===== src/ptw_regs.vh =====
// register map, field layout and timing constants of the pulse timing block
`ifndef PTW_REGS_VH
`define PTW_REGS_VH

// ----------------------------------------------------------------
// register offsets
// ----------------------------------------------------------------
`define PTW_ADDR_THR_X      8'h23
`define PTW_ADDR_THR_Y      8'h24
`define PTW_ADDR_THR_Z      8'h25
`define PTW_ADDR_WIDTH_LIM  8'h26
`define PTW_ADDR_IGNORE     8'h27
`define PTW_ADDR_CONFIG     8'h40
`define PTW_ADDR_STATUS     8'h41
`define PTW_ADDR_INT_EN     8'h42
`define PTW_ADDR_INT_CLR    8'h43
`define PTW_ADDR_STATE      8'h44

// ----------------------------------------------------------------
// reset values and fields
// ----------------------------------------------------------------
`define PTW_RST_BYTE        8'h00
`define PTW_RST_THR         7'h00
`define PTW_RST_CFG         6'h00
`define PTW_THR_W           7
`define PTW_CFG_ODR_LSB     0
`define PTW_CFG_ODR_MSB     2
`define PTW_CFG_MODE_LSB    3
`define PTW_CFG_MODE_MSB    4
`define PTW_CFG_HPF_BIT     5
`define PTW_ST_DETECT_BIT   0
`define PTW_ST_OVER_BIT     1
`define PTW_ST_W            2

// ----------------------------------------------------------------
// data rate codes and power modes
// ----------------------------------------------------------------
`define PTW_ODR_800         3'h0
`define PTW_ODR_400         3'h1
`define PTW_ODR_200         3'h2
`define PTW_ODR_100         3'h3
`define PTW_ODR_50          3'h4
`define PTW_MODE_NORMAL     2'h0
`define PTW_MODE_LOW_POWER_LOW_NOISE_MODE       2'h1
`define PTW_MODE_HIRES      2'h2
`define PTW_MODE_LOWPWR     2'h3

// ----------------------------------------------------------------
// time steps in units of the 0.625 ms base tick
// ----------------------------------------------------------------
`define PTW_BASE_TICK_NS    625000
`define PTW_CLK_PERIOD_NS   4
`define PTW_S0P625          9'h001
`define PTW_S1P25           9'h002
`define PTW_S2P5            9'h004
`define PTW_S5              9'h008
`define PTW_S10             9'h010
`define PTW_S20             9'h020
`define PTW_S40             9'h040
`define PTW_S80             9'h080
`define PTW_S160            9'h100

`endif


===== src/ptw_step_gen.v =====
// time step generator: base tick prescaler and step divider
`timescale 1ns/1ps
module ptw_step_gen #(
	parameter BASE_CYCLES = 156250
) (
	// clock and reset
	input  wire       clk,
	input  wire       sys_rst,
	// control
	input  wire       restart,
	input  wire [9:0] mult,
	// step enable
	output reg        step_q
);

reg  [31:0] pre_q;
reg  [9:0]  div_q;
wire        base_tick;
wire [31:0] base_last;

assign base_last = BASE_CYCLES - 1;
assign base_tick = (pre_q == base_last);

// ----------------------------------------------------------------
// prescaler and step divider
// ----------------------------------------------------------------
always @(posedge clk)
begin
	if (sys_rst || restart)
	begin
		pre_q  <= 32'h0;
		div_q  <= 10'h0;
		step_q <= 1'b0;
	end
	else
	begin
		step_q <= 1'b0;
		if (base_tick)
		begin
			pre_q <= 32'h0;
			if (div_q + 10'h1 >= mult)
			begin
				div_q  <= 10'h0;
				step_q <= 1'b1;
			end
			else
				div_q <= div_q + 10'h1;
		end
		else
			pre_q <= pre_q + 32'h1;
	end
end

endmodule // ptw_step_gen


===== src/ptw_top.v =====
// pulse timing windows: pulse width limit and ignore interval
//
// Summary of operation
// - pulse counts only if it ends within limit
// - width step with filter on follows table
// - width step with filter off is a half or a quarter of the filter-on table
// - longest width interval is step times 256
// - after a pulse, ignore new starts for interval
// - ignore step with filter on follows table
// - ignore step with filter off follows table
// - longest ignore interval is step times 255
// - 400 Hz normal, filter off: 0.625 ms step
// - thresholds unsigned 7-bit on fixed 8 g scale
//
// The address-and-strobe port was chosen for this implementation.
`timescale 1ns/1ps
`include "ptw_regs.vh"
module ptw_top #(
	parameter BASE_CYCLES = `PTW_BASE_TICK_NS / `PTW_CLK_PERIOD_NS,
	parameter AXES        = 3
) (
	// clock and reset
	input  wire       clk,
	input  wire       sys_rst,
	// register port
	input  wire [7:0] reg_addr,
	input  wire [7:0] reg_wdata,
	input  wire       reg_wr,
	input  wire       reg_rd,
	output reg  [7:0] reg_rdata_q,
	// acceleration samples, signed, fixed 8 g scale
	input  wire       sample_valid,
	input  wire [7:0] accel_x,
	input  wire [7:0] accel_y,
	input  wire [7:0] accel_z,
	// events
	output reg        pulse_q,
	output reg        ignoring_q,
	output reg        irq_q
);

// ----------------------------------------------------------------
// states
// ----------------------------------------------------------------
localparam [3:0] ST_IDLE   = 4'b0001;
localparam [3:0] ST_HIGH   = 4'b0010;
localparam [3:0] ST_OVER   = 4'b0100;
localparam [3:0] ST_IGNORE = 4'b1000;

// ----------------------------------------------------------------
// registers
// ----------------------------------------------------------------
reg  [6:0]              thr_x_q;
reg  [6:0]              thr_y_q;
reg  [6:0]              thr_z_q;
reg  [7:0]              width_lim_q;
reg  [7:0]              ignore_q;
reg  [5:0]              cfg_q;
reg  [`PTW_ST_W-1:0]    status_q;
reg  [`PTW_ST_W-1:0]    int_en_q;
reg  [3:0]              state_q;
reg  [3:0]              state_d;
reg  [8:0]              cnt_q;
reg  [8:0]              cnt_d;
reg  [AXES-1:0]         above_q;
reg                     restart_d;
reg                     detect_d;
reg                     over_d;
reg  [8:0]              width_mult;
reg  [9:0]              ignore_mult;
reg  [7:0]              rd_mux;

wire [2:0]              odr;
wire [1:0]              mode;
wire                    hpf_en;
wire [AXES*8-1:0]       accel_all;
wire [AXES*7-1:0]       thr_all;
wire                    any_above;
wire                    width_step;
wire                    ignore_step;
wire [`PTW_ST_W-1:0]    int_clr;
wire [`PTW_ST_W-1:0]    status_d;

assign odr       = cfg_q[`PTW_CFG_ODR_MSB:`PTW_CFG_ODR_LSB];
assign mode      = cfg_q[`PTW_CFG_MODE_MSB:`PTW_CFG_MODE_LSB];
assign hpf_en    = cfg_q[`PTW_CFG_HPF_BIT];
assign accel_all = {accel_z, accel_y, accel_x};
assign thr_all   = {thr_z_q, thr_y_q, thr_x_q};
assign any_above = |above_q;

// ----------------------------------------------------------------
// threshold compare per axis
// ----------------------------------------------------------------
genvar g;
generate
	for (g = 0; g < AXES; g = g + 1)
	begin : g_axis
		wire [7:0] a;
		wire [7:0] mag;
		assign a   = accel_all[g*8 +: 8];
		assign mag = a[7] ? (8'h00 - a) : a;
		always @(posedge clk)
		begin
			if (sys_rst)
				above_q[g] <= 1'b0;
			else if (sample_valid)
				above_q[g] <= (mag > {1'b0, thr_all[g*7 +: 7]});
		end
	end
endgenerate

// ----------------------------------------------------------------
// width limit step, filter on and off
// ----------------------------------------------------------------
always @*
begin
	width_mult = `PTW_S20;
	if (hpf_en)
	begin
		case (odr)
		`PTW_ODR_800: width_mult = `PTW_S1P25;
		`PTW_ODR_400: width_mult = `PTW_S2P5;
		`PTW_ODR_200: width_mult = (mode == `PTW_MODE_HIRES) ?
			`PTW_S2P5 : `PTW_S5;
		`PTW_ODR_100: width_mult = (mode == `PTW_MODE_HIRES) ?
			`PTW_S2P5 : `PTW_S10;
		`PTW_ODR_50: width_mult = (mode == `PTW_MODE_HIRES) ?
			`PTW_S2P5 : `PTW_S20;
		`PTW_ODR_50 + 3'h1:
			case (mode)
			`PTW_MODE_NORMAL: width_mult = `PTW_S20;
			`PTW_MODE_HIRES:  width_mult = `PTW_S2P5;
			default:          width_mult = `PTW_S80;
			endcase
		default:
			case (mode)
			`PTW_MODE_NORMAL: width_mult = `PTW_S20;
			`PTW_MODE_LOW_POWER_LOW_NOISE_MODE:   width_mult = `PTW_S80;
			`PTW_MODE_HIRES:  width_mult = `PTW_S2P5;
			default:          width_mult = `PTW_S160;
			endcase
		endcase
	end
	else
	begin
		case (odr)
		`PTW_ODR_800: width_mult = `PTW_S0P625;
		`PTW_ODR_400: width_mult = (mode == `PTW_MODE_LOWPWR) ?
			`PTW_S1P25 : `PTW_S0P625;
		`PTW_ODR_200:
			case (mode)
			`PTW_MODE_HIRES:  width_mult = `PTW_S0P625;
			`PTW_MODE_LOWPWR: width_mult = `PTW_S2P5;
			default:          width_mult = `PTW_S1P25;
			endcase
		`PTW_ODR_100:
			case (mode)
			`PTW_MODE_HIRES:  width_mult = `PTW_S0P625;
			`PTW_MODE_LOWPWR: width_mult = `PTW_S5;
			default:          width_mult = `PTW_S2P5;
			endcase
		`PTW_ODR_50:
			case (mode)
			`PTW_MODE_HIRES:  width_mult = `PTW_S0P625;
			`PTW_MODE_LOWPWR: width_mult = `PTW_S10;
			default:          width_mult = `PTW_S5;
			endcase
		default:
			case (mode)
			`PTW_MODE_NORMAL: width_mult = `PTW_S5;
			`PTW_MODE_LOW_POWER_LOW_NOISE_MODE:   width_mult = `PTW_S20;
			`PTW_MODE_HIRES:  width_mult = `PTW_S0P625;
			default:          width_mult = `PTW_S40;
			endcase
		endcase
	end
end

// ----------------------------------------------------------------
// ignore interval step
// ----------------------------------------------------------------
always @*
begin
	ignore_mult = {width_mult, 1'b0};
	if (hpf_en)
		ignore_mult = {width_mult, 1'b0};
	else
	begin
		case (odr)
		`PTW_ODR_800: ignore_mult = {1'b0, `PTW_S1P25};
		`PTW_ODR_400: ignore_mult = (mode == `PTW_MODE_LOWPWR) ?
			{1'b0, `PTW_S2P5} : {1'b0, `PTW_S1P25};
		default:      ignore_mult = {width_mult, 1'b0};
		endcase
	end
end

// ----------------------------------------------------------------
// step generators
// ----------------------------------------------------------------
ptw_step_gen #(
	.BASE_CYCLES (BASE_CYCLES)
) u_width_step (
	.clk     (clk),
	.sys_rst (sys_rst),
	.restart (restart_d),
	.mult    ({1'b0, width_mult}),
	.step_q  (width_step)
);

ptw_step_gen #(
	.BASE_CYCLES (BASE_CYCLES)
) u_ignore_step (
	.clk     (clk),
	.sys_rst (sys_rst),
	.restart (restart_d),
	.mult    (ignore_mult),
	.step_q  (ignore_step)
);

// ----------------------------------------------------------------
// pulse timing state machine
// ----------------------------------------------------------------
always @*
begin
	state_d   = state_q;
	cnt_d     = cnt_q;
	restart_d = 1'b0;
	detect_d  = 1'b0;
	over_d    = 1'b0;
	case (state_q)
	ST_IDLE:
		if (any_above)
		begin
			state_d   = ST_HIGH;
			cnt_d     = 9'h000;
			restart_d = 1'b1;
		end
	ST_HIGH:
		if (!any_above)
		begin
			state_d   = ST_IGNORE;
			detect_d  = 1'b1;
			cnt_d     = 9'h000;
			restart_d = 1'b1;
		end
		else if (width_step)
		begin
			cnt_d = cnt_q + 9'h001;
			if (cnt_d > {1'b0, width_lim_q})
			begin
				state_d = ST_OVER;
				over_d  = 1'b1;
			end
		end
	ST_OVER:
		if (!any_above)
			state_d = ST_IDLE;
	ST_IGNORE:
		if (cnt_q >= {1'b0, ignore_q})
			state_d = ST_IDLE;
		else if (ignore_step)
			cnt_d = cnt_q + 9'h001;
	default:
		state_d = ST_IDLE;
	endcase
end

always @(posedge clk)
begin
	if (sys_rst)
	begin
		state_q    <= ST_IDLE;
		cnt_q      <= 9'h000;
		pulse_q    <= 1'b0;
		ignoring_q <= 1'b0;
	end
	else
	begin
		state_q    <= state_d;
		cnt_q      <= cnt_d;
		pulse_q    <= detect_d;
		ignoring_q <= (state_d == ST_IGNORE);
	end
end

// ----------------------------------------------------------------
// status, enable and interrupt
// ----------------------------------------------------------------
assign int_clr  = (reg_wr && reg_addr == `PTW_ADDR_INT_CLR) ?
	reg_wdata[`PTW_ST_W-1:0] : {`PTW_ST_W{1'b0}};
assign status_d = (status_q & ~int_clr) | {over_d, detect_d};

always @(posedge clk)
begin
	if (sys_rst)
	begin
		status_q <= {`PTW_ST_W{1'b0}};
		irq_q    <= 1'b0;
	end
	else
	begin
		status_q <= status_d;
		irq_q    <= |(status_d & int_en_q);
	end
end

// ----------------------------------------------------------------
// register writes
// ----------------------------------------------------------------
always @(posedge clk)
begin
	if (sys_rst)
	begin
		thr_x_q     <= `PTW_RST_THR;
		thr_y_q     <= `PTW_RST_THR;
		thr_z_q     <= `PTW_RST_THR;
		width_lim_q <= `PTW_RST_BYTE;
		ignore_q    <= `PTW_RST_BYTE;
		cfg_q       <= `PTW_RST_CFG;
		int_en_q    <= {`PTW_ST_W{1'b0}};
	end
	else if (reg_wr)
	begin
		case (reg_addr)
		`PTW_ADDR_THR_X:     thr_x_q     <= reg_wdata[6:0];
		`PTW_ADDR_THR_Y:     thr_y_q     <= reg_wdata[6:0];
		`PTW_ADDR_THR_Z:     thr_z_q     <= reg_wdata[6:0];
		`PTW_ADDR_WIDTH_LIM: width_lim_q <= reg_wdata;
		`PTW_ADDR_IGNORE:    ignore_q    <= reg_wdata;
		`PTW_ADDR_CONFIG:    cfg_q       <= reg_wdata[5:0];
		`PTW_ADDR_INT_EN:    int_en_q    <= reg_wdata[`PTW_ST_W-1:0];
		default:             ;
		endcase
	end
end

// ----------------------------------------------------------------
// register reads
// ----------------------------------------------------------------
always @*
begin
	case (reg_addr)
	`PTW_ADDR_THR_X:     rd_mux = {1'b0, thr_x_q};
	`PTW_ADDR_THR_Y:     rd_mux = {1'b0, thr_y_q};
	`PTW_ADDR_THR_Z:     rd_mux = {1'b0, thr_z_q};
	`PTW_ADDR_WIDTH_LIM: rd_mux = width_lim_q;
	`PTW_ADDR_IGNORE:    rd_mux = ignore_q;
	`PTW_ADDR_CONFIG:    rd_mux = {2'b00, cfg_q};
	`PTW_ADDR_STATUS:    rd_mux = {6'h00, status_q};
	`PTW_ADDR_INT_EN:    rd_mux = {6'h00, int_en_q};
	`PTW_ADDR_STATE:     rd_mux = {1'b0, above_q, state_q};
	default:             rd_mux = `PTW_RST_BYTE;
	endcase
end

always @(posedge clk)
begin
	if (sys_rst)
		reg_rdata_q <= `PTW_RST_BYTE;
	else if (reg_rd)
		reg_rdata_q <= rd_mux;
	else
		reg_rdata_q <= `PTW_RST_BYTE;
end

endmodule // ptw_top


===== config.mk =====
export PLATFORM = sky130hd
export DESIGN_NAME = ptw_top
export DESIGN_NICKNAME = d
export VERILOG_FILES = /design/src/ptw_step_gen.v /design/src/ptw_top.v
export VERILOG_INCLUDE_DIRS = /design/src
export SDC_FILE = /design/constraint.sdc
export NUM_CORES = 1
export LEC_CHECK = 0
export BUFFER_PORTS_ARGS = -buffer_cell sky130_fd_sc_hd__buf_2
export CAP_MARGIN = 15
export CORE_MARGIN = 4
export CORE_UTILIZATION = 44
export CTS_CLUSTER_DIAMETER = 200
export CTS_CLUSTER_SIZE = 25
export DETAILED_ROUTE_END_ITERATION = 10
export PLACE_DENSITY_LB_ADDON = 0.08
export SETUP_SLACK_MARGIN = 0.3
export SYNTH_ARGS = -nofsm -noshare
export SYNTH_HDL_FRONTEND = slang
export SYNTH_SLANG_ARGS = --single-unit

===== constraint.sdc =====
create_clock -name clk -period 3.6 [get_ports clk]
set_input_delay 0.72 -clock clk [delete_from_list [all_inputs] [get_ports clk]]
set_output_delay 0.72 -clock clk [all_outputs]
set_load 0.01 [all_outputs]

==> results of run 1 <==
[state kept, by name (all words and copies together), names as in the netlist]
register and flops:
u_width_step.pre_q 32, thr_x_q 7, reg_rdata_q 8, above_q 3
int_en_q 2, u_ignore_step.pre_q 32, status_q 2, thr_y_q 7
width_lim_q 8, irq_q 1, u_width_step.step_q 1, state_q 4
cfg_q 6, thr_z_q 7, cnt_q 9, u_ignore_step.div_q 10
ignore_q 8, ignoring_q 1, u_width_step.div_q 10, u_ignore_step.step_q 1
pulse_q 1
[worst paths after layout]
check / from / to / depth (start not counted)
min: u_ignore_step.div_q[9] / u_ignore_step.div_q[9] / 2
max reg2reg: u_width_step.div_q[0] / u_width_step.div_q[7] / 12
max: u_width_step.div_q[0] / u_width_step.div_q[7] / 12
min reg2reg: u_ignore_step.div_q[9] / u_ignore_step.div_q[9] / 2
[power by group]
group | leakage [nW] | switching, W | internal, W | total, W
combinational | 2.39 | 0.000277 | 0.000174 | 0.000451
clock | 0.257 | 0.000791 | 0.000912 | 0.00170
sequential | 1.29 | 0.0000462 | 0.00179 | 0.00184
[cell usage after synthesis, drive strengths merged, types with 17 or more instances]
cell    number  area (um^2)
clkbuf      28        105.1
ha          65        813.3
nand2       95        356.6
nor3        23        125.1
mux2i       41        410.4
and3        18        112.6
xnor2       51        446.7
inv         76        285.3
dfxtp      160         3203
nand4       26        162.7
buf         17        86.33
nor2       141        531.8
a22oi       17        127.6
a21oi       41        205.2
o21ai       42        210.2
nand2b      23        143.9
xor2        42        367.9
nand3       69        350.3
[critical path: stages (launching register included)]
cell and delay (ps):
dfxtp_2 380, ha_1 200, nand3_1 120, or3_1 360
or3_1 330, xnor2_1 210, ha_1 290, o2111ai_1 80
nor2_1 70, a221o_1 360, and4bb_4 400, o21ai_0 90
o21ai_0 80
[per-stage QoR]
step | instance area, um^2 | instances
after floorplan | 9369 | 1139
after global placement | 9887 | 1436
after detailed placement | 9887 | 1436
after CTS | 10440 | 1468
after global routing | 10440 | 1468
final | 10440 | 1468
[metal layers]
layer | up-vias | track usage (%) | routed length [um]
li1 | 4083 | - | -
met1 | 3647 | 28.98 | 11850
met2 | 143 | 28.60 | 9561
met3 | 20 | 3.490 | 912
met4 | 0 | 4.289 | 223
met5 | - | 0 | 0
[final cells by class]
type	instances	area share [%]
inverters	76	2.732
repair buffers	67	3.499
clock buffers	19	4.242
clock inverters	13	1.006
well taps	275	3.295
multi-input cells	858	54.52
flip-flops and latches	160	30.71
[kinds of logic (layout without fill, tap and decap cells)]
kind of cell / Yosys count / count (layout) / synth area share [%]
buf+inv: 121 / 175 / 5.088
simple gates: 478 / 478 / 25.72
fa+ha+maj: 66 / 66 / 8.787
xor+xnor: 93 / 93 / 8.694
mux: 44 / 44 / 4.981
compound gates: 177 / 177 / 12.54
flops: 160 / 160 / 34.19
[timing repair]
| action | 4_1_cts | 5_1_grt |
|---|---|---|
| setup buffers | 0 | 0 |
| gates resized for setup | 0 | 4 |
| endpoints found under the setup margin | 0 | 6 |
==> impl_metrics.py, run 1 <==
metrics = {
    "die": {
        "boundaryPins": 56,
        "die-area_mm2": 0.02369,
        "rows": 53,
        "die-height_um": 153.9,
        "die_x_um": 153.9,
        "initial_core_util_pct": 44.71,
        "coreArea_mm2": 0.02096,
    },
    "sta": {
        "hold_viol_final": 0,
        "rsz0062_at_grt": "false",
        "worst_hold_slack_ps": 460.4,
        "layout_worst_path_cycle_share_pct": 84.83,
        "setup_viol": 0,
        "fmaxAchievable_ghz": 0.3275,
        "setup_slack_ps": 546.3,
        "tightest_slew_ps": 928.6,
        "fin_skew_ps": 11.88,
        "period_needed_ps": 3054,
        "setup_tns_ps": 0,
        "relSlewSlack_pct": 37.72,
        "drv_slew": 0,
    },
    "drt": {
        "avgViaCountPerCell": 5.377,
        "drt_wl_total_mm": 22.55,
        "routedWlPerCell_um": 15.36,
        "postRouteAntennaNets": 0,
        "drt_iter0_markers": 528,
        "drt_pass1_iterations": 5,
        "drc": 0,
        "vias": 7893,
    },
    "finish": {
        "final_cell_mix": "dfxtp_1 (157), nor2_1 (140), nand2_1 (95)",
        "diodes": 0,
        "utilization_pct": 49.83,
        "syn_to_final_growth_pct": 11.46,
        "fill_cells": 2087,
        "seq_area_mm2": 0.003207,
        "fin_nets": 1290,
        "drive_gt1_share_pct": 10.39,
        "final_common_cell": "dfxtp_1",
        "multi_input_area_mm2": 0.005693,
    },
    "synthesis": {
        "yosysUniqueCellTypes": 72,
        "seq_area_frac_synth_pct": 34.19,
        "ys_ff_latch": 160,
        "ys_warn_count": 0,
        "synth_flop_cell": "dfxtp_1",
        "synth_area_per_cell_um2": 8.226,
        "syn_inst": 1139,
        "syn_nets": 1249,
        "synth_edf_count": 0,
        "async_flop_share_pct": 0,
        "syn-cell-area_mm2": 0.009369,
    },
    "placement": {
        "hpwl_mm": 16.28,
        "numPortBuffers": 55,
        "pre_cts_slack_ps": 498.2,
        "routabilityCongestion": 0.7951,
    },
    "run_status": {
        "status": "finished, final reports clean",
    },
    "grt": {
        "grt-ovfl-total": 0,
        "grt_pass1_wl_mm": 38.10,
        "antenna_found_initial": 0,
        "grt_max_degree": 68,
        "grt_pass1_vias": 7461,
        "grt_use_total_pct": 19.24,
    },
    "clocking": {
        "cts_buffers": 17,
        "clk_path_buf_depth": 2,
        "clk-insertion-delay-late_ps": 430,
        "cts_tree": "built",
        "cts_sinks": 160,
        "clockRootBuffer": "clkbuf_16",
        "htree_num_levels": 4,
        "cts_hold_buf": 0,
        "path_clk_slew_ps": 60,
    },
    "run": {
        "maxCapViolCount": 0,
    },
    "worst_setup_path": {
        "crit_required_ps": 3950,
        "arrival_ps": 3400,
        "rrSetupSlack_ps": 550,
        "worst-setup-path-type": "reg2reg",
        "endpoint_kind": "register",
        "critPathMaxFanout": 8,
        "startpoint_type": "register",
    },
    "power_and_ir_drop": {
        "p_leak_nw": 3.934,
        "power_density_mw_per_mm2": 382.6,
        "total_power_w": 0.003995,
        "peakVddDrop_v": 0.0002755,
    },
    "hold_path": {
        "hold_class": "reg2reg",
    },
}
No activity file was read; power rests on OpenSTA's default activity.
==> inputs of run 2 (changes only) <==
==> constraint.sdc (replaced) <==
create_clock -name clk -period 2.4 [get_ports clk]
set_input_delay 0.48 -clock clk [delete_from_list [all_inputs] [get_ports clk]]
set_output_delay 0.48 -clock clk [all_outputs]
set_load 0.01 [all_outputs]
==> run 2 against run 1 <==
Effect of this change:
- the flow now finishes with violations (setup timing)
- fmax up 9.9%
- worst hold slack worse by 170 ps
- flip-flop and latch count unchanged
- first-iteration DRC count down 18%
- non-clock buffer count up 140
- largest cell class unchanged
==> impl_metrics.py, run 2 (same netlist as run 1, synthesis figures left out) <==
metrics = {
    "grt": {
        "grt_pass1_vias": 8322,
        "grt_pass1_wl_mm": 41.20,
        "grt_max_degree": 68,
        "grt_use_total_pct": 20.91,
        "grt-ovfl-total": 0,
        "antenna_found_initial": 0,
    },
    "clocking": {
        "clk-insertion-delay-late_ps": 440,
        "path_clk_slew_ps": 70,
        "cts_sinks": 160,
        "cts_tree": "built",
        "clockRootBuffer": "clkbuf_16",
        "cts_buffers": 17,
        "htree_num_levels": 4,
        "clk_path_buf_depth": 2,
    },
    "sta": {
        "tightest_slew_ps": 527.7,
        "drv_slew": 0,
        "fin_skew_ps": 14.05,
        "layout_worst_path_cycle_share_pct": 115.8,
        "setup_slack_ps": -378.3,
        "hold_viol_final": 0,
        "fmaxAchievable_ghz": 0.3599,
        "setup_viol": 20,
        "rsz0062_at_grt": "true",
        "period_needed_ps": 2778,
        "setup_tns_ps": -4653,
        "relSlewSlack_pct": 64.55,
    },
    "drt": {
        "drt_iter0_markers": 433,
        "drt_pass1_iterations": 6,
        "drt_wl_total_mm": 24.93,
        "avgViaCountPerCell": 5.301,
        "drc": 0,
        "routedWlPerCell_um": 15.50,
        "postRouteAntennaNets": 0,
        "vias": 8524,
    },
    "finish": {
        "drive_gt1_share_pct": 29.63,
        "top_regs": "u_ignore_step.pre_q: 32 flops, u_width_step.pre_q: 32 flops",
        "fill_cells": 1912,
        "final_cell_mix": "dfxtp_1 (142), buf_4 (134), nor2_1 (132)",
        "syn_to_final_growth_pct": 32.99,
        "final_common_cell": "dfxtp_1",
        "diodes": 0,
        "fin_nets": 1430,
    },
    "worst_setup_path": {
        "r2r_start": "u_width_step.div_q[0]",
        "arrival_ps": 3150,
        "crit_required_ps": 2770,
        "critPathMaxFanout": 8,
        "worst-setup-path-type": "reg2reg",
        "r2r-end": "u_width_step.div_q[7]",
        "rrSetupSlack_ps": -380,
        "startpoint_type": "register",
        "endpoint_kind": "register",
        "r2r_cells": 11,
    },
    "die": {
        "die-height_um": 153.9,
        "boundaryPins": 56,
        "die_x_um": 153.9,
        "coreArea_mm2": 0.02096,
        "rows": 53,
        "die-area_mm2": 0.02369,
        "initial_core_util_pct": 44.71,
    },
    "placement": {
        "hpwl_mm": 17.45,
        "routabilityCongestion": 0.8437,
        "numPortBuffers": 55,
        "pre_cts_slack_ps": -493.8,
    },
    "power_and_ir_drop": {
        "power_density_mw_per_mm2": 507.3,
        "p_leak_nw": 4.921,
        "peakVddDrop_v": 0.0004324,
    },
    "run_status": {
        "violations": "setup timing",
        "status": "finished, violations left",
    },
    "hold_path": {
        "holdPathStages": 3,
        "holdPathEnd": "ignore_q[7]",
        "hold_class": "in2reg",
        "hp-start": "reg_wdata[7]",
    },
    "run": {
        "maxCapViolCount": 0,
    },
}
[run 2: changes by cell type in the layout (fill, tap and decap cells not counted), moves of 8 or more]
| cell | change |
|---|---|
| nand3_2 | +11 |
| nor2_1 | -8 |
| o21ai_0 | -19 |
| o21ai_1 | +16 |
| dfxtp_2 | +8 |
| dfxtp_1 | -15 |
| buf_4 | +122 |
| nand3_1 | -12 |
| buf_6 | +15 |
| ha_4 | +11 |
| ha_1 | -15 |
[run 2: repair_timing]
action / 4_1_cts / 5_1_grt
buffers inserted: 12 / 9
hold buffers: 0 / 0
endpoints found under the hold margin: 0 / 0
resized for setup: 96 / 58
cloned: 1 / 0
pin swaps: 33 / 39
endpoints found under the setup margin: 51 / 70
[run 2: critical path, stage by stage, from the launching register on]
cell	delay, ps
dfxtp_4	360
ha_4	130
nand3_2	80
or3_4	340
or3_4	340
xnor2_2	150
ha_1	310
buf_4	140
a221o_1	320
and4bb_4	380
o21ai_1	80
o21ai_1	70
[run 2: worst max-delay path by stage]
stage	from	to	slack, ps	cells past startpoint
floorplan	u_width_step.div_q[0]	u_width_step.div_q[7]	-310	12
global placement	u_width_step.div_q[0]	u_width_step.div_q[6]	-450	12
detailed placement	u_width_step.div_q[0]	u_width_step.div_q[2]	-490	12
CTS	u_width_step.div_q[0]	u_width_step.div_q[7]	-410	11
global route	u_width_step.div_q[0]	u_width_step.div_q[7]	-520	12
finish	u_width_step.div_q[0]	u_width_step.div_q[7]	-380	11
[run 2: through the flow]
| stage | utilization, % | area, um^2 | power, W | hold WS (ps) | cells |
|---|---|---|---|---|---|
| after detailed placement | 52.52 | 11010 | 0.003600 | 450.7 | 1554 |
| after global placement | 52.52 | 11010 | 0.003594 | 444.6 | 1554 |
| after CTS | 57.80 | 12110 | 0.006325 | 284.4 | 1599 |
| after global routing | 59.46 | 12460 | 0.006599 | 318.9 | 1608 |
| after floorplan | - | 9578 | 0.003297 | 433.7 | 1139 |
| final | 59.46 | 12460 | 0.006321 | 293.3 | 1608 |
[run 2: final cells by class]
class	instances	area, um^2	area share (%)
multi-input cells	858	6494	52.12
flip-flops and latches	160	3243	26.03
repair buffers	207	1510	12.12
clock buffers	18	439.2	3.525
well taps	275	344.1	2.762
inverters	76	287.8	2.310
clock inverters	14	141.4	1.135
[run 2: report_power, final]
part	switching (W)	leakage, nW	internal [W]
combinational	0.000526	3.34	0.000397
clock	0.00127	0.285	0.00141
sequential	0.0000330	1.30	0.00268
total	0.00183	4.92	0.00449
[run 2: routing by layer]
layer / GRT usage, % / wire, um / part of all wire, % / vias up
met5: 0 / 0 / 0 / -
met4: 5.845 / 371 / 1.5 / 0
met3: 3.490 / 820 / 3.3 / 27
met2: 33.49 / 11490 / 46 / 129
met1: 29.20 / 12240 / 49 / 4007
li1: - / - / - / 4361
